[src/hw/ssf_pkg.sv]
package ssf_pkg;
  // Register byte offsets
  localparam logic [7:0] SSF_OFS_STATUS  = 8'h00;
  localparam logic [7:0] SSF_OFS_DATA    = 8'h04;
  localparam logic [7:0] SSF_OFS_CONTROL = 8'h08;
  // Status field positions
  localparam int SSF_ST_TXE  = 7;
  localparam int SSF_ST_TXC  = 6;
  localparam int SSF_ST_RXF  = 5;
  localparam int SSF_ST_IDLE = 4;
  localparam int SSF_ST_OVR  = 3;
  localparam int SSF_ST_NSE  = 2;
  localparam int SSF_ST_FRM  = 1;
  // Control field positions
  localparam int SSF_CT_TXEM = 7;
  localparam int SSF_CT_TXCM = 6;
  localparam int SSF_CT_RXM  = 5;
  localparam int SSF_CT_ILM  = 4;
  localparam int SSF_CT_TEN  = 3;
  // Reset values
  localparam logic [7:0] SSF_CONTROL_RST = 8'h00;
  // Bit-rate ticks in one character time
  localparam int SSF_CHAR_BITS = 10;
  // Transmitter pin ownership states
  typedef enum logic [1:0] {SSF_TX_OFF, SSF_TX_RUN, SSF_TX_DRAIN} ssf_tx_state_t;
endpackage

[src/hw/ssf_status_flags.sv]
`timescale 1ns/1ps
// What this block does
// RQ1 - Flags are set by hardware events only and stay set until software clears.
// RQ2 - Flags clear as side effect of status read then data access.
// RQ3 - Enabling the transmitter sets transmit-empty and transmit-complete.
// RQ4 - Transmit-empty is set whenever the data register can take a character.
// RQ5 - Transmit-empty with its mask set requests an interrupt.
// RQ6 - Transmit-complete set when queue is drained and no character is in progress.
// RQ7 - Transmit-complete with its mask set requests an interrupt.
// RQ8 - Clearing enable mid-character lets that character finish.
// RQ9 - Only reset aborts the transmitter at once.
// RQ10 - Enable cleared while idle releases the pin on a bit-rate tick.
// RQ11 - Enable cleared mid-character drops queued data and releases the pin in the same cycle, when that character ends.
// RQ12 - That last character sets transmit-complete and transmit-empty.
// RQ13 - Five receive flags readable; full, overrun and idle can interrupt.
// RQ14 - Receive-full set when a character moves into the receive data register.
// RQ15 - Overrun keeps old character, drops new one, sets overrun not full.
// RQ16 - Noise and framing describe the held character and never interrupt.
// RQ17 - Line is idle after one full character time at logic one.
// RQ18 - Idle flag set only on a busy-to-idle change.
// RQ19 - All enabled flag sources combine into one interrupt request.
// RQ20 - Software reads status with the flag set, then accesses data.
module ssf_status_flags
  import ssf_pkg::*;
#(
  parameter int CHAR_BITS = SSF_CHAR_BITS
)(
  input  wire logic        hclk,          // Bus clock
  input  wire logic        hresetn,       // Async reset, active low
  input  wire logic        hsel,          // Slave select
  input  wire logic [31:0] haddr,         // Address
  input  wire logic [1:0]  htrans,        // Transfer type
  input  wire logic        hwrite,        // Write direction
  input  wire logic [2:0]  hsize,         // Transfer size
  input  wire logic        hready,        // Bus ready in
  input  wire logic [31:0] hwdata,        // Write data
  output logic      [31:0] hrdata,        // Read data
  output logic             hreadyout,     // Slave ready
  output logic             hresp,         // Response, always OKAY
  input  wire logic        bit_tick,      // Bit-rate clock tick
  input  wire logic        tx_busy,       // Shifter sending a character
  input  wire logic        tx_done,       // Shifter finished a character
  output logic             tx_start,      // Load shifter, one cycle
  output logic      [7:0]  tx_data,       // Character for the shifter
  output logic             tx_pin_owned,  // Transmit pin in serial use
  input  wire logic        rxd,           // Receive line level
  input  wire logic        rx_valid,      // Shifter has a character
  input  wire logic [7:0]  rx_data,       // Received character
  input  wire logic        rx_noise,      // Noise seen in that character
  input  wire logic        rx_framing,    // Bad stop bit in that character
  output logic             irq            // Interrupt request
);

  //--------------------------------------------------------------
  // Bus slave
  //--------------------------------------------------------------
  logic          acc_req;
  logic          rd_req;
  logic          wr_ff;
  logic [7:0]    wadr_ff;
  logic [31:0]   hrdata_ff;
  logic [31:0]   nxt_rdata;
  logic [7:0]    control_ff;
  logic [7:0]    status;
  logic          st_read;
  logic          data_read;
  logic          data_write;
  logic          ctl_write;

  assign acc_req    = hsel & htrans[1] & hready;
  assign rd_req     = acc_req & ~hwrite;
  assign st_read    = rd_req & (haddr[7:0] == SSF_OFS_STATUS);
  assign data_read  = rd_req & (haddr[7:0] == SSF_OFS_DATA);
  assign data_write = wr_ff & (wadr_ff == SSF_OFS_DATA);
  assign ctl_write  = wr_ff & (wadr_ff == SSF_OFS_CONTROL);
  assign hreadyout  = 1'b1;
  assign hresp      = 1'b0;
  assign hrdata     = hrdata_ff;

  // Write address phase captured for the data phase
  always_ff @(posedge hclk or negedge hresetn)
  begin
    if (!hresetn)
    begin
      wr_ff   <= 1'b0;
      wadr_ff <= 8'h00;
    end
    else
    begin
      wr_ff   <= acc_req & hwrite & (haddr[31:8] == 24'h000000);
      wadr_ff <= haddr[7:0];
    end
  end

  // Read mux, unmapped reads as zero
  logic [7:0] rdr_ff;
  always_comb
  begin
    nxt_rdata = 32'h0000_0000;
    if (haddr[31:8] == 24'h000000)
    begin
      unique case (haddr[7:0])
        SSF_OFS_STATUS:  nxt_rdata = {24'h000000, status};
        SSF_OFS_DATA:    nxt_rdata = {24'h000000, rdr_ff};
        SSF_OFS_CONTROL: nxt_rdata = {24'h000000, control_ff};
        default:         nxt_rdata = 32'h0000_0000;
      endcase
    end
  end

  // Read data registered for the data phase
  always_ff @(posedge hclk or negedge hresetn)
  begin
    if (!hresetn)
      hrdata_ff <= 32'h0000_0000;
    else if (rd_req)
      hrdata_ff <= nxt_rdata;
  end

  // Control register: masks and transmitter enable
  always_ff @(posedge hclk or negedge hresetn)
  begin
    if (!hresetn)
      control_ff <= SSF_CONTROL_RST;
    else if (ctl_write)
      control_ff <= hwdata[7:0];
  end

  //--------------------------------------------------------------
  // Clearing interlock
  //--------------------------------------------------------------
  logic [7:0] arm_ff;
  logic [7:0] clr;

  // Status read arms each flag seen set; data access fires it, except noise and framing, which change only when the next character loads
  always_ff @(posedge hclk or negedge hresetn)
  begin
    if (!hresetn)
      arm_ff <= 8'h00;
    else if (st_read)
      arm_ff <= status;                                        // RQ2
    else if (data_read | data_write)
      arm_ff <= 8'h00;
  end

  // Transmit flags clear on data write; receive-full, idle and overrun on data read
  always_comb
  begin
    clr = 8'h00;
    clr[SSF_ST_TXE]  = data_write & arm_ff[SSF_ST_TXE];        // RQ2
    clr[SSF_ST_TXC]  = data_write & arm_ff[SSF_ST_TXC];
    clr[SSF_ST_RXF]  = data_read & arm_ff[SSF_ST_RXF];
    clr[SSF_ST_IDLE] = data_read & arm_ff[SSF_ST_IDLE];
    clr[SSF_ST_OVR]  = data_read & arm_ff[SSF_ST_OVR];
  end

  //--------------------------------------------------------------
  // Transmitter
  //--------------------------------------------------------------
  ssf_tx_state_t tx_state_ff;
  logic          ten;
  logic          tdr_full_ff;
  logic [7:0]    tdr_ff;
  logic          tx_start_ff;
  logic [7:0]    tx_data_ff;
  logic          txe_ff;
  logic          txc_ff;
  logic          tx_enter;
  logic          tx_load;
  logic          drain_end;

  assign ten       = control_ff[SSF_CT_TEN];
  assign tx_enter  = (tx_state_ff == SSF_TX_OFF) & ten;
  assign tx_load   = (tx_state_ff == SSF_TX_RUN) & ten & tdr_full_ff
                     & ~tx_busy & ~tx_start_ff;
  assign drain_end = (tx_state_ff == SSF_TX_DRAIN) & tx_done;
  assign tx_start     = tx_start_ff;
  assign tx_data      = tx_data_ff;
  assign tx_pin_owned = (tx_state_ff != SSF_TX_OFF);

  // Pin ownership and graceful shutdown
  always_ff @(posedge hclk or negedge hresetn)
  begin
    if (!hresetn)
      tx_state_ff <= SSF_TX_OFF;                               // RQ9
    else
    begin
      unique case (tx_state_ff)
        SSF_TX_OFF:
          if (ten)
            tx_state_ff <= SSF_TX_RUN;
        SSF_TX_RUN:
          if (!ten && (tx_busy || tx_start_ff))
            tx_state_ff <= SSF_TX_DRAIN;                       // RQ8
          else if (!ten && bit_tick)
            tx_state_ff <= SSF_TX_OFF;                         // RQ10
        SSF_TX_DRAIN:
          if (tx_done)
            tx_state_ff <= SSF_TX_OFF;                         // RQ11
      endcase
    end
  end

  // Transmit data register, one-character queue
  always_ff @(posedge hclk or negedge hresetn)
  begin
    if (!hresetn)
    begin
      tdr_full_ff <= 1'b0;
      tdr_ff      <= 8'h00;
    end
    else if (drain_end)
      tdr_full_ff <= 1'b0;                                     // RQ11
    else if (data_write)
    begin
      tdr_full_ff <= 1'b1;
      tdr_ff      <= hwdata[7:0];
    end
    else if (tx_load)
      tdr_full_ff <= 1'b0;
  end

  // Hand-off to the shifter
  always_ff @(posedge hclk or negedge hresetn)
  begin
    if (!hresetn)
    begin
      tx_start_ff <= 1'b0;
      tx_data_ff  <= 8'h00;
    end
    else
    begin
      tx_start_ff <= tx_load;
      if (tx_load)
        tx_data_ff <= tdr_ff;
    end
  end

  // Transmit-empty flag, set wins over clear
  always_ff @(posedge hclk or negedge hresetn)
  begin
    if (!hresetn)
      txe_ff <= 1'b0;
    else if (tx_enter || tx_load || drain_end)
      txe_ff <= 1'b1;                                          // RQ3 RQ4 RQ12
    else if (clr[SSF_ST_TXE])
      txe_ff <= 1'b0;                                          // RQ1
  end

  // Transmit-complete flag, set wins over clear
  always_ff @(posedge hclk or negedge hresetn)
  begin
    if (!hresetn)
      txc_ff <= 1'b0;
    else if (tx_enter || drain_end
             || (tx_done && !tdr_full_ff && !tx_start_ff))
      txc_ff <= 1'b1;                                          // RQ3 RQ6 RQ12
    else if (clr[SSF_ST_TXC])
      txc_ff <= 1'b0;                                          // RQ1
  end

  //--------------------------------------------------------------
  // Receiver
  //--------------------------------------------------------------
  logic       rxf_ff;
  logic       ovr_ff;
  logic       nse_ff;
  logic       frm_ff;
  logic       idle_ff;
  logic       line_busy_ff;
  logic [7:0] idle_cnt_ff;
  logic       idle_hit;

  // Receive data register with overrun protection
  always_ff @(posedge hclk or negedge hresetn)
  begin
    if (!hresetn)
    begin
      rdr_ff <= 8'h00;
      nse_ff <= 1'b0;
      frm_ff <= 1'b0;
    end
    else if (rx_valid && !rxf_ff)
    begin
      rdr_ff <= rx_data;                                       // RQ15
      nse_ff <= rx_noise;                                      // RQ16
      frm_ff <= rx_framing;
    end
  end

  // Receive-full and overrun flags
  always_ff @(posedge hclk or negedge hresetn)
  begin
    if (!hresetn)
    begin
      rxf_ff <= 1'b0;
      ovr_ff <= 1'b0;
    end
    else
    begin
      if (rx_valid && !rxf_ff)
        rxf_ff <= 1'b1;                                        // RQ14
      else if (clr[SSF_ST_RXF])
        rxf_ff <= 1'b0;
      if (rx_valid && rxf_ff)
        ovr_ff <= 1'b1;                                        // RQ15
      else if (clr[SSF_ST_OVR])
        ovr_ff <= 1'b0;
    end
  end

  assign idle_hit = bit_tick & rxd & line_busy_ff
                    & (idle_cnt_ff == 8'(CHAR_BITS - 1));

  // Character-time count of ones on the receive line
  always_ff @(posedge hclk or negedge hresetn)
  begin
    if (!hresetn)
    begin
      idle_cnt_ff  <= 8'h00;
      line_busy_ff <= 1'b0;
    end
    else if (!rxd)
    begin
      idle_cnt_ff  <= 8'h00;
      line_busy_ff <= 1'b1;                                    // RQ18
    end
    else if (idle_hit)
    begin
      idle_cnt_ff  <= 8'h00;
      line_busy_ff <= 1'b0;                                    // RQ18
    end
    else if (bit_tick && line_busy_ff)
      idle_cnt_ff <= idle_cnt_ff + 8'h01;                      // RQ17
  end

  // Line-idle flag
  always_ff @(posedge hclk or negedge hresetn)
  begin
    if (!hresetn)
      idle_ff <= 1'b0;
    else if (idle_hit)
      idle_ff <= 1'b1;                                         // RQ17
    else if (clr[SSF_ST_IDLE])
      idle_ff <= 1'b0;
  end

  //--------------------------------------------------------------
  // Status and interrupt
  //--------------------------------------------------------------
  logic nxt_irq;
  logic irq_ff;

  // Status byte visible to software at any time
  always_comb
  begin
    status = 8'h00;
    status[SSF_ST_TXE]  = txe_ff;                              // RQ13
    status[SSF_ST_TXC]  = txc_ff;
    status[SSF_ST_RXF]  = rxf_ff;
    status[SSF_ST_IDLE] = idle_ff;
    status[SSF_ST_OVR]  = ovr_ff;
    status[SSF_ST_NSE]  = nse_ff;
    status[SSF_ST_FRM]  = frm_ff;
  end

  // Noise and framing are deliberately absent from the request
  assign nxt_irq = (txe_ff & control_ff[SSF_CT_TXEM])          // RQ5
                 | (txc_ff & control_ff[SSF_CT_TXCM])          // RQ7
                 | ((rxf_ff | ovr_ff) & control_ff[SSF_CT_RXM])
                 | (idle_ff & control_ff[SSF_CT_ILM]);         // RQ19

  // Registered request output
  always_ff @(posedge hclk or negedge hresetn)
  begin
    if (!hresetn)
      irq_ff <= 1'b0;
    else
      irq_ff <= nxt_irq;
  end
  assign irq = irq_ff;
endmodule

[config.mk]
export PLATFORM = sky130hd
export DESIGN_NAME = ssf_status_flags
export DESIGN_NICKNAME = d
export VERILOG_FILES = /design/src/hw/ssf_pkg.sv /design/src/hw/ssf_status_flags.sv
export SDC_FILE = /design/constraint.sdc
export NUM_CORES = 1
export LEC_CHECK = 0
export ABC_AREA = 1
export BUFFER_PORTS_ARGS = -buffer_cell sky130_fd_sc_hd__buf_4
export CORE_MARGIN = 1
export CORE_UTILIZATION = 49
export CTS_CLUSTER_SIZE = 10
export DETAILED_ROUTE_END_ITERATION = 7
export PLACE_DENSITY = 0.8
export SLEW_MARGIN = 30
export SYNTH_ARGS = -nofsm -noshare
export SYNTH_HDL_FRONTEND = slang
export SYNTH_SLANG_ARGS = --single-unit
[constraint.sdc]
create_clock -name hclk -period 1.5 [get_ports hclk]
set_input_delay 0.225 -clock hclk [delete_from_list [all_inputs] [get_ports hclk]]
set_output_delay 0.225 -clock hclk [all_outputs]
set_load 0.05 [all_outputs]
==> run_results.csv, run 1 <==
group,metric,value,unit
sta,fin_hold_ws,0.0171,ns
placed_design,dp_hpwl,5.65,mm
grt,grt_max_degree,33,
power_and_ir_drop,p_leak,2.38,nW
power_and_ir_drop,peakVddDrop,576,uV
worst_setup_path,crit_chain,"inv_1, ha_1, inv_2, buf_6",
hold_path,whs_path_depth,1,
clock_tree,cts_sinks,75,
clock_tree,htreeDepth,3,
floorplan,dieArea,7680,sq um
sta,setup_viol,0,
worst_setup_path,crit_fanout,3,
worst_setup_path,critPathLaunchType,"flip-flop",
final_layout,nFillCells,574,
clock_tree,ctsLongestPathBuffers,2,
worst_setup_path,r2r-start,"tx_state_ff[1]$_DFFE_PN0P_",
sta,hold_viol,0,
clock_tree,clock_latency,0.35,ns
hold_path,min_from,"haddr[3]",
power_and_ir_drop,total_power,4.44,mW
detailed_routing,first_pass_iters,5,
worst_setup_path,crit_arrival,1.25,ns
clock_tree,cts_buffers,9,
grt,grt_pass1_vias,2777,
synth,ys_async_sr_fraction,100,%
worst_setup_path,rrSetupSlack,0.10,ns
detailed_routing,num_vias,2993,
synth,ys_seq_area_share,52.2,%
synth,synth_seq_cells,75,
sta,min_period,1.47,ns
final_layout,drive_above_1_share,26.5,%
placed_design,place.gp.congestion,0.888,
synth,synth_top_flop_cell,"dfrtp_1",
worst_setup_path,endpoint_kind,"output pin",
worst_setup_path,cp.required,1.27,ns
final_layout,synthToLayoutAreaGrowth,28.4,%
worst_setup_path,crit_type,"flip-flop to output pin",
detailed_routing,detail-route-antenna-nets,0,
flow_run,max_cap_violations,0,
synth,synth_edf_count,0,
floorplan,fp.coreArea,6940,sq um
final_layout,nets,609,
synth,synth_warnings,0,
floorplan,io_pins,134,
power_and_ir_drop,pwr_density_cell,963,nW/um^2
sta,fmax,0.679,GHz
floorplan,rows,30,
clock_tree,ctsRootBufferMaster,"clkbuf_8",
grt,grt_pass1_wl,12.2,mm
status,status,"completed",
grt,antenna_found_initial,0,
sta,finClkSkew,0.00847,ns
synth,synth.cell_area,3590,sq um
detailed_routing,drt-wirelength-per-cell,12.2,um
grt,grtUsageTotal,20.8,%
synth,synth.avg_cell_area,8.68,sq um
clock_tree,path_clk_slew,0.07,ns
floorplan,fp.dieH,87.6,um
worst_setup_path,timing.rr.end,"tx_data[3]$_DFFE_PN0P_",
synth,synthDistinctLibCells,30,
worst_setup_path,critPathMaxStageDelay,0.36,ns
detailed_routing,wl,7.52,mm
hold_path,hp-class,"input port to flip-flop",
clock_tree,cts_tree,"yes",
worst_setup_path,worstRegToRegCells,7,
grt,grt-ovfl-total,0,
sta,post-route-period-util,98.1,%
worst_setup_path,slowest_stage,"dfrtp_1",
hold_path,min_to,"wadr_ff[3]$_DFF_PN0_",
detailed_routing,vias_per_cell,4.86,
detailed_routing,drtIter0Drc,179,
floorplan,initial_core_util,51.7,%
floorplan,die_w,87.6,um
sta,maxSlewViolCount,0,
placed_design,port_buffers,79,
synth,syn_inst,414,
final_layout,antenna_cells,0,
detailed_routing,drc,0,
## per-stage QoR
| stage | setup TNS [ns] | utilization, % | setup slack (ns) | std cells | instance area, sq um |
|---|---|---|---|---|---|
| global placement | 0 | 61.2 | 0.140 | 589 | 4250 |
| finish | 0 | 66.4 | 0.0283 | 616 | 4610 |
| CTS | 0 | 65.2 | 0.0114 | 611 | 4530 |
| detailed placement | 0 | 61.2 | 0.118 | 589 | 4250 |
| global route | -0.0245 | 66.4 | -0.0225 | 616 | 4610 |
| floorplan | 0 | - | 0.0313 | 438 | 3680 |
## cell type report
class / count / area [sq um] / area share, %
clock buffer: 12 / 145 / 3.15
clock inverter: 4 / 73.8 / 1.60
inverter: 40 / 154 / 3.34
multi-input combinational: 290 / 1460 / 31.6
sequential: 75 / 1880 / 40.7
tap: 96 / 120 / 2.60
timing repair buffer: 98 / 779 / 16.9
timing repair inverter: 1 / 7.51 / 0.163
## Yosys cell counts (4+ instances only)
cell | count | area, sq um
a21oi_1 | 4 | 20.0
buf_2 | 4 | 20.0
buf_4 | 26 | 195
dfrtp_1 | 75 | 1880
ha_1 | 5 | 62.6
inv_1 | 39 | 146
mux2_2 | 10 | 113
nand2_1 | 105 | 394
nand3_1 | 53 | 265
nand4_1 | 4 | 25.0
nor2_1 | 35 | 131
o21ai_0 | 24 | 120
o21ai_1 | 6 | 30.0
o22ai_1 | 4 | 25.0
## sequential cells by signal (all words and copies together), names as in the netlist, 2 cells and up
register,cells
wadr_ff,8
control_ff,8
tdr_ff,8
tx_state_ff,2
arm_ff,5
idle_cnt_ff,8
tx_data,8
hrdata,8
rdr_ff,8
## how the worst max path moves through the flow
stage                               start  depth (start not counted)                      end  slack (ns)
6_report       tx_state_ff[0]$_DFFE_PN0P_                          4             tx_pin_owned        0.03
5_1_grt                          haddr[4]                          8    arm_ff[4]$_DFFE_PN0P_       -0.02
4_1_cts        tx_state_ff[0]$_DFFE_PN0P_                          4             tx_pin_owned        0.01
3_5_place_dp         wadr_ff[1]$_DFF_PN0_                          4    tdr_ff[2]$_DFFE_PN0P_        0.12
3_3_place_gp         wadr_ff[1]$_DFF_PN0_                          4    tdr_ff[3]$_DFFE_PN0P_        0.14
2_1_floorplan          tx_start$_DFF_PN0_                          6  tdr_full_ff$_DFFE_PN0P_        0.03
## metal layers
layer / vias to the layer above / GRT usage, % / wire length [um]
met5: - / 0 / 0
met2: 125 / 35.3 / 3710
met3: 13 / 3.96 / 486
li1: 1486 / - / -
met4: 0 / 8.20 / 144
met1: 1369 / 26.5 / 3170
## critical path, delay by kind of cell (launching register included)
family	cells	cell delay, ns
adder cells (fa/ha/maj)	1	0.21
buffers and inverters	3	0.33
flip-flops	1	0.36
## repair_timing
item	CTS	global route
cloned	0	1
gates resized for setup	1	21
pin swaps	0	5
setup endpoints to repair	1	21
buffers inserted	0	4
hold buffers	6	0
hold endpoints to repair	35	0
## logic make-up (layout without fill, tap and decap cells)
| family | Yosys count | after routing | synth area share (%) |
|---|---|---|---|
| xor+xnor | 2 | 2 | 0.488 |
| fa+ha+maj | 5 | 5 | 1.74 |
| other cells | 2 | 26 | 0.209 |
| compound gates | 41 | 41 | 6.13 |
| simple gates | 206 | 206 | 25.2 |
| mux | 10 | 10 | 3.13 |
| flops | 75 | 75 | 52.2 |
| buf+inv | 73 | 155 | 10.9 |
## report_power, final
| group | switching (mW) | internal (mW) |
|---|---|---|
| Clock | 0.713 | 0.984 |
| Sequential | 0.0665 | 2.14 |
| Combinational | 0.312 | 0.227 |
| Total | 1.09 | 3.35 |
## layout by cell type (no fill, tap or decap), drive strengths merged
| master | netlist | routed |
|---|---|---|
| nand3 | 54 | 54 |
| clkinvlp | 0 | 2 |
| clkbuf | 1 | 12 |
| conb | 2 | 26 |
| nand4 | 4 | 4 |
| or2 | 1 | 1 |
| ha | 5 | 5 |
| nor3 | 1 | 1 |
| bufinv | 0 | 2 |
| dlygate4sd3 | 0 | 6 |
| nor2 | 38 | 38 |
| nor4 | 1 | 1 |
| o22ai | 4 | 4 |
| buf | 32 | 92 |
| xnor2 | 1 | 1 |
| o21a | 1 | 1 |
| nand2 | 106 | 106 |
| inv | 39 | 39 |
| xor2 | 1 | 1 |
| nor3b | 1 | 1 |
| o21ai | 30 | 30 |
| dfrtp | 75 | 75 |
| a21oi | 6 | 6 |
| mux2 | 10 | 10 |
| clkinv | 1 | 2 |
Power figures use the tool's default switching activity.
==> run 2, diff against run 1 <==
- ABC_AREA: 1 -> not set
==> run 2 against run 1 <==
Compared with the run above:
- synthesized area decreased by 3.2%
- combinational power is 60% higher
- clock skew shrank 0.00081 ns
- clock power fell by 4%
- setup slack lost 0.16 ns
- wire length shrank 3.9%
- final area is the same
- non-clock buffer count is 8 higher
- core utilization is 1.1 points higher
- largest cell class unchanged
- the flow now finishes with violations (setup timing)
- power is 5.3% higher
- register-to-register slack got worse by 0.23 ns
- via count is 14% lower
- largest power group unchanged
==> run_results.csv, run 2 <==
group,metric,value,unit
final_layout,nets,497,
clock_tree,clock_latency,0.34,ns
detailed_routing,wl_met2,3.82,mm
placed_design,place.gp.congestion,0.725,
final_layout,drive_above_1_share,40.8,%
sta,tightest_slew,0.541,ns
sta,maxSlewViolCount,0,
detailed_routing,wl_met3,263,um
final_layout,regArea,1880,sq um
detailed_routing,drtIter0Drc,111,
synth,synth_edf_count,0,
worst_setup_path,slowest_stage,"dfrtp_1",
synth,synthDistinctLibCells,46,
detailed_routing,first_pass_iters,4,
worst_setup_path,worstRegToRegCells,5,
worst_setup_path,timing.rr.end,"tdr_ff[5]$_DFFE_PN0P_",
synth,synth_warnings,0,
worst_setup_path,rrSetupSlack,-0.13,ns
detailed_routing,routed.top_layer,"met4",
synth,netlist_top_cells_area,"dfrtp_1 (54%), mux2_2 (7.1%), buf_4 (5.6%)",
final_layout,design_area,4610,sq um
synth,ys_async_sr_fraction,100,%
final_layout,nFillCells,516,
synth,ys_seq_area_share,53.9,%
synth,synth.cell_area,3480,sq um
placed_design,dp_hpwl,5.32,mm
grt,grt_pass1_wl,11.8,mm
detailed_routing,num_vias,2583,
worst_setup_path,endpoint_kind,"flip-flop",
synth,yosys.area.top_type_share,53.9,%
sta,setup_viol,23,
floorplan,die_w,86.3,um
floorplan,rows,30,
synth,synth.avg_cell_area,11.8,sq um
grt,grt_max_degree,29,
final_layout,mostFrequentLayoutCell,"buf_4",
clock_tree,ctsRootBufferMaster,"clkbuf_8",
hold_path,min_from,"rxd",
sta,post-route-period-util,109,%
placed_design,dpl_cell_area,4190,sq um
final_layout,antenna_cells,0,
detailed_routing,detail-route-antenna-nets,0,
hold_path,min_to,"line_busy_ff$_DFFE_PN0P_",
grt,grtUsageTotal,20.4,%
sta,rsz0062_at_grt,"true",
sta,fin_hold_ws,0.0742,ns
placed_design,placed_cells,476,
final_layout,final_cell_mix,"buf_4 (95), dfrtp_1 (74), nand2_1 (27)",
flow_run,max_cap_violations,0,
detailed_routing,drt-wirelength-per-cell,14.4,um
worst_setup_path,crit_type,"flip-flop to flip-flop",
worst_setup_path,path_buf_inv,1,
grt,grt-ovfl-total,0,
sta,min_period,1.63,ns
synth,yosysMostFrequentCell,"dfrtp_1",
hold_path,whs_path_depth,2,
sta,setup_ws,-0.134,ns
clock_tree,cts_tree,"yes",
worst_setup_path,cp.required,1.72,ns
worst_setup_path,critPathLaunchType,"flip-flop",
floorplan,fp.dieH,86.3,um
worst_setup_path,critPathMaxStageDelay,0.40,ns
clock_tree,htreeDepth,3,
power_and_ir_drop,p_leak,2.26,nW
sta,relSlewSlack,63.9,%
worst_setup_path,critPathTopFamily,"simple AND/OR/NAND/NOR gates",
clock_tree,cts_sinks,75,
placed_design,place_ws,-0.228,ns
detailed_routing,wl,7.23,mm
synth,synth_common_cells,"dfrtp_1 (75), nand2_1 (27), buf_4 (26)",
hold_path,hp-class,"input port to flip-flop",
floorplan,dieArea,7440,sq um
power_and_ir_drop,pwr_density_cell,1010,nW/um^2
detailed_routing,vias_per_cell,5.14,
detailed_routing,wirelength_met1,3.03,mm
clock_tree,ctsLongestPathBuffers,2,
synth,syn_inst,295,
status,violations,"setup timing",
clock_tree,path_clk_slew,0.08,ns
worst_setup_path,crit_fanout,8,
detailed_routing,drc,0,
sta,finClkSkew,0.00766,ns
sta,fmax,0.612,GHz
worst_setup_path,r2r-start,"wadr_ff[4]$_DFF_PN0_",
grt,grt_pass1_vias,2591,
placed_design,port_buffers,79,
synth,synth_top_flop_cell,"dfrtp_1",
final_layout,multi_input_area,1540,sq um
worst_setup_path,crit_arrival,1.86,ns
final_layout,synthToLayoutAreaGrowth,32.6,%
clock_tree,cts_buffers,9,
grt,antenna_found_initial,0,
worst_setup_path,crit_chain,"nor4b_4, and4b_1, buf_6, nand2_8, mux2_4",
final_layout,final-instance-count-excl-fill,503,
floorplan,initial_core_util,50.9,%
power_and_ir_drop,peakVddDrop,569,uV
sta,hold_viol,0,
status,status,"finished with violations",
floorplan,fp.coreArea,6830,sq um
floorplan,io_pins,134,
synth,synth_seq_cells,75,
synth,synth_top_cell_by_area,"dfrtp_1",
-- run 2: cell types whose count changed in the layout (fill, tap and decap cells not counted), moves of 8 or more --
cell,before,now
nand2_1,104,27
nand3_1,51,5
inv_1,36,4
nor2_1,32,15
o21ai_0,19,2
a21oi_1,4,15
mux2_2,10,21
mux2_4,0,9
mux2i_1,0,8
o31ai_2,0,8
-- run 2: report_power, final --
part / switching (mW) / internal, mW
clock network: 0.711 / 0.925
registers: 0.0661 / 2.11
logic: 0.513 / 0.351
-- run 2: logic make-up after synthesis --
kind of cell	Yosys count	synth area share (%)
adders and majority gates	5	1.80
xor gates and xnor gates	1	0.252
DFF	75	53.9
AOI/OAI and AO/OA	48	10.3
other	2	0.216
muxes	43	13.6
and+or+nand+nor	80	12.4
buffers and inverters	41	7.52
-- run 2: worst reg2reg max path: cells and delay by family (launching register included) --
| kind | cells | cell delay (ns) |
|---|---|---|
| simple gates | 3 | 0.66 |
| buf+inv | 1 | 0.14 |
| mux | 1 | 0.32 |
| flops | 1 | 0.40 |
-- run 2: metal layers --
layer / up-vias / global-route usage (%)
met2: 78 / 34.7
met4: 0 / 8.64
met1: 1271 / 25.8
li1: 1221 / -
met3: 13 / 3.81
met5: - / 0
-- run 2: layout make-up --
cell class / count / area share [%]
clock buffer: 10 / 2.77
clock inverter: 5 / 1.71
inverter: 8 / 0.651
multi-input combinational: 203 / 33.3
sequential: 75 / 40.7
tap: 96 / 2.60
timing repair buffer: 106 / 18.2
-- run 2: worst max path at each step --
stage | from | endpoint | cells after the start
detailed placement | haddr[27] | hrdata[3]$_DFFE_PN0N_ | 6
global route | wadr_ff[4]$_DFF_PN0_ | tdr_ff[1]$_DFFE_PN0P_ | 5
floorplan | tx_state_ff[0]$_DFFE_PN0P_ | tx_state_ff[1]$_DFFE_PN0P_ | 5
finish | wadr_ff[4]$_DFF_PN0_ | tdr_ff[5]$_DFFE_PN0P_ | 5
CTS | wadr_ff[6]$_DFF_PN0_ | tdr_ff[6]$_DFFE_PN0P_ | 5
global placement | haddr[27] | hrdata[2]$_DFFE_PN0N_ | 6
-- run 2: per-stage QoR --
step           power (mW)  TNS, ns  utilization (%)
2_1_floorplan        2.75   -0.154                -
3_3_place_gp         2.96    -2.28             61.3
3_5_place_dp         3.00    -3.38             61.3
4_1_cts              4.65    -1.44             66.4
5_1_grt              4.88    -2.98             67.5
6_report             4.68    -1.70             67.5
-- run 2: timing repair --
item                                    in CTS  in global routing
endpoints found under the hold margin       35                  1
hold buffers                                 6                  1
endpoints found under the setup margin      20                 35
buffers inserted                             2                  4
pin swaps                                    2                  8
gates resized for setup                     14                 11
==> run 3, diff against run 2 <==
- BUFFER_PORTS_ARGS: -buffer_cell sky130_fd_sc_hd__buf_4 -> -buffer_cell sky130_fd_sc_hd__buf_2
==> run 3 against run 2 <==
Compared with the run above:
- the flow still finishes with violations (setup timing)
- critical path depth unchanged
- sequential power about the same
- power up 3.3%
- first-iteration DRC count down 14%
- via count unchanged
- register-to-register slack better by 0.03 ns
- wire length down 0.98%
- hold slack better by 0.0064 ns
- clock-buffer cell count up 1
- setup slack better by 0.028 ns
- global-route usage about the same
- largest cell class unchanged
==> run_results.csv, run 3 (synthesis gave the netlist of run 2 again) <==
group,metric,value,unit
detailed_routing,drt-wirelength-per-cell,14.3,um
power_and_ir_drop,combPwrFrac,16.1,%
sta,maxSlewViolCount,0,
final_layout,final_cell_mix,"buf_2 (78), dfrtp_1 (74), nand2_1 (27)",
status,violations,"setup timing",
clock_tree,cts_sinks,75,
final_layout,design_area,4420,sq um
clock_tree,cts_tree,"yes",
placed_design,place_ws,-0.165,ns
sta,hold_viol,0,
final_layout,synthToLayoutAreaGrowth,27.0,%
power_and_ir_drop,power_frac_clock,38.7,%
flow_run,max_cap_violations,0,
clock_tree,clock_latency,0.35,ns
placed_design,dpl_cell_area,3990,sq um
final_layout,drive_above_1_share,40.5,%
worst_setup_path,crit_fanout,8,
worst_setup_path,crit_start,"wadr_ff[4]$_DFF_PN0_",
power_and_ir_drop,pwr_density_cell,1090,nW/um^2
detailed_routing,drc,0,
sta,min_period,1.61,ns
floorplan,io_pins,134,
worst_setup_path,crit_chain,"nor4b_2, and4b_1, buf_6, nand2_8, mux2_4",
detailed_routing,detail-route-antenna-nets,0,
hold_path,min_from,"rxd",
sta,finClkSkew,0.00625,ns
final_layout,antenna_cells,0,
final_layout,nets,494,
sta,setup_viol,14,
detailed_routing,vias_per_cell,5.16,
grt,grt_max_degree,76,
sta,fin_hold_ws,0.0806,ns
status,status,"finished with violations",
detailed_routing,num_vias,2583,
clock_tree,ctsRootBufferMaster,"clkbuf_8",
clock_tree,htreeDepth,3,
power_and_ir_drop,peakVddDrop,747,uV
hold_path,hp-class,"input port to flip-flop",
worst_setup_path,crit_arrival,1.84,ns
placed_design,dp_hpwl,5.06,mm
clock_tree,path_clk_slew,0.08,ns
sta,post-route-period-util,107,%
worst_setup_path,cp.required,1.74,ns
grt,grt_pass1_wl,11.6,mm
power_and_ir_drop,internal-power,3.54,mW
power_and_ir_drop,swShare,26.8,%
detailed_routing,first_pass_iters,4,
worst_setup_path,critPathMaxStageDelay,0.37,ns
placed_design,port_buffers,79,
clock_tree,cts_buffers,9,
floorplan,dieArea,7440,sq um
detailed_routing,drtIter0Drc,95,
placed_design,place.gp.congestion,0.773,
sta,fmax,0.623,GHz
sta,fin_tns_setup,-1.25,ns
grt,grt_pass1_vias,2515,
floorplan,rows,30,
power_and_ir_drop,pwr-share-seq,45.1,%
grt,grtUsageTotal,20.5,%
floorplan,fp.coreArea,6830,sq um
grt,antenna_found_initial,0,
detailed_routing,wl,7.15,mm
worst_setup_path,endpoint_kind,"flip-flop",
sta,setup_ws,-0.106,ns
power_and_ir_drop,power_switching,1.29,mW
worst_setup_path,critPathLaunchType,"flip-flop",
grt,grt-ovfl-total,0,
floorplan,fp.dieH,86.3,um
floorplan,die_w,86.3,um
floorplan,initial_core_util,50.9,%
worst_setup_path,crit_type,"flip-flop to flip-flop",
power_and_ir_drop,p_leak,2.20,nW
worst_setup_path,r2r-start,"wadr_ff[4]$_DFF_PN0_",
worst_setup_path,critPathTopFamily,"simple AND/OR/NAND/NOR gates",
clock_tree,ctsLongestPathBuffers,2,
sta,rsz0062_at_grt,"true",
worst_setup_path,path_buf_inv,1,
final_layout,mostFrequentLayoutCell,"buf_2",
worst_setup_path,slowest_stage,"dfrtp_1",
power_and_ir_drop,total_power,4.83,mW
run 3: cell types whose count changed in the layout (fill, tap and decap cells not counted), sizes merged:
cell,before,now
buf,99,96
bufinv,2,3
clkbuf,10,11
clkinv,3,2
run 3: cell type report:
type / instances / area [sq um]
sequential: 75 / 1880
timing repair buffer: 103 / 619
fill: 534 / 2410
clock buffer: 11 / 141
inverter: 8 / 30.0
multi-input combinational: 203 / 1530
clock inverter: 5 / 100
tap: 96 / 120
run 3: timing repair:
action | CTS | global route
hold endpoints to repair | 81 | 0
pin swaps | 3 | 4
cloned | 0 | 0
resized for setup | 13 | 10
setup buffers | 1 | 1
setup endpoints to repair | 19 | 26
hold buffers | 7 | 0
run 3: per-stage QoR:
step                      utilization, %  instances
final                               64.7        501
after floorplan                        -        319
after global placement              58.4        476
after global routing                64.7        501
after CTS                           63.9        500
after detailed placement            58.4        476
run 3: worst reg2reg max path, cell delays in order, from the launching register on:
cell     delay [ns]
dfrtp_1        0.37
nor4b_2        0.31
and4b_1        0.25
buf_6          0.14
nand2_8        0.10
mux2_4         0.32
run 3: final timing paths:
kind                                                 end  slack [ns]  cells after the start
worst max-delay path               tdr_ff[0]$_DFFE_PN0P_       -0.11                      5
worst min register to register     hrdata[2]$_DFFE_PN0N_        0.48                      2
min in group asynchronous          rdr_ff[2]$_DFFE_PN0P_        0.44                      3
max in group asynchronous             tx_start$_DFF_PN0_        0.73                      3
worst max register to register     tdr_ff[0]$_DFFE_PN0P_       -0.11                      5
worst min-delay path            line_busy_ff$_DFFE_PN0P_        0.08                      2
run 3: power by group through the flow:
stage | Sequential, mW | Clock [mW] | Combinational (mW)
floorplan | 2.20 | 0 | 0.545
global placement | 2.21 | 0 | 0.694
detailed placement | 2.22 | 0 | 0.719
CTS | 2.18 | 1.91 | 0.771
global route | 2.19 | 1.97 | 0.852
finish | 2.18 | 1.87 | 0.779
run 3: per-layer routing:
layer	vias to the layer above	track usage, %	part of all wire [%]
li1	1221	-	-
met1	1271	24.9	41
met2	76	34.1	52
met3	15	5.14	4.7
met4	0	10.5	2.3
met5	-	0	0
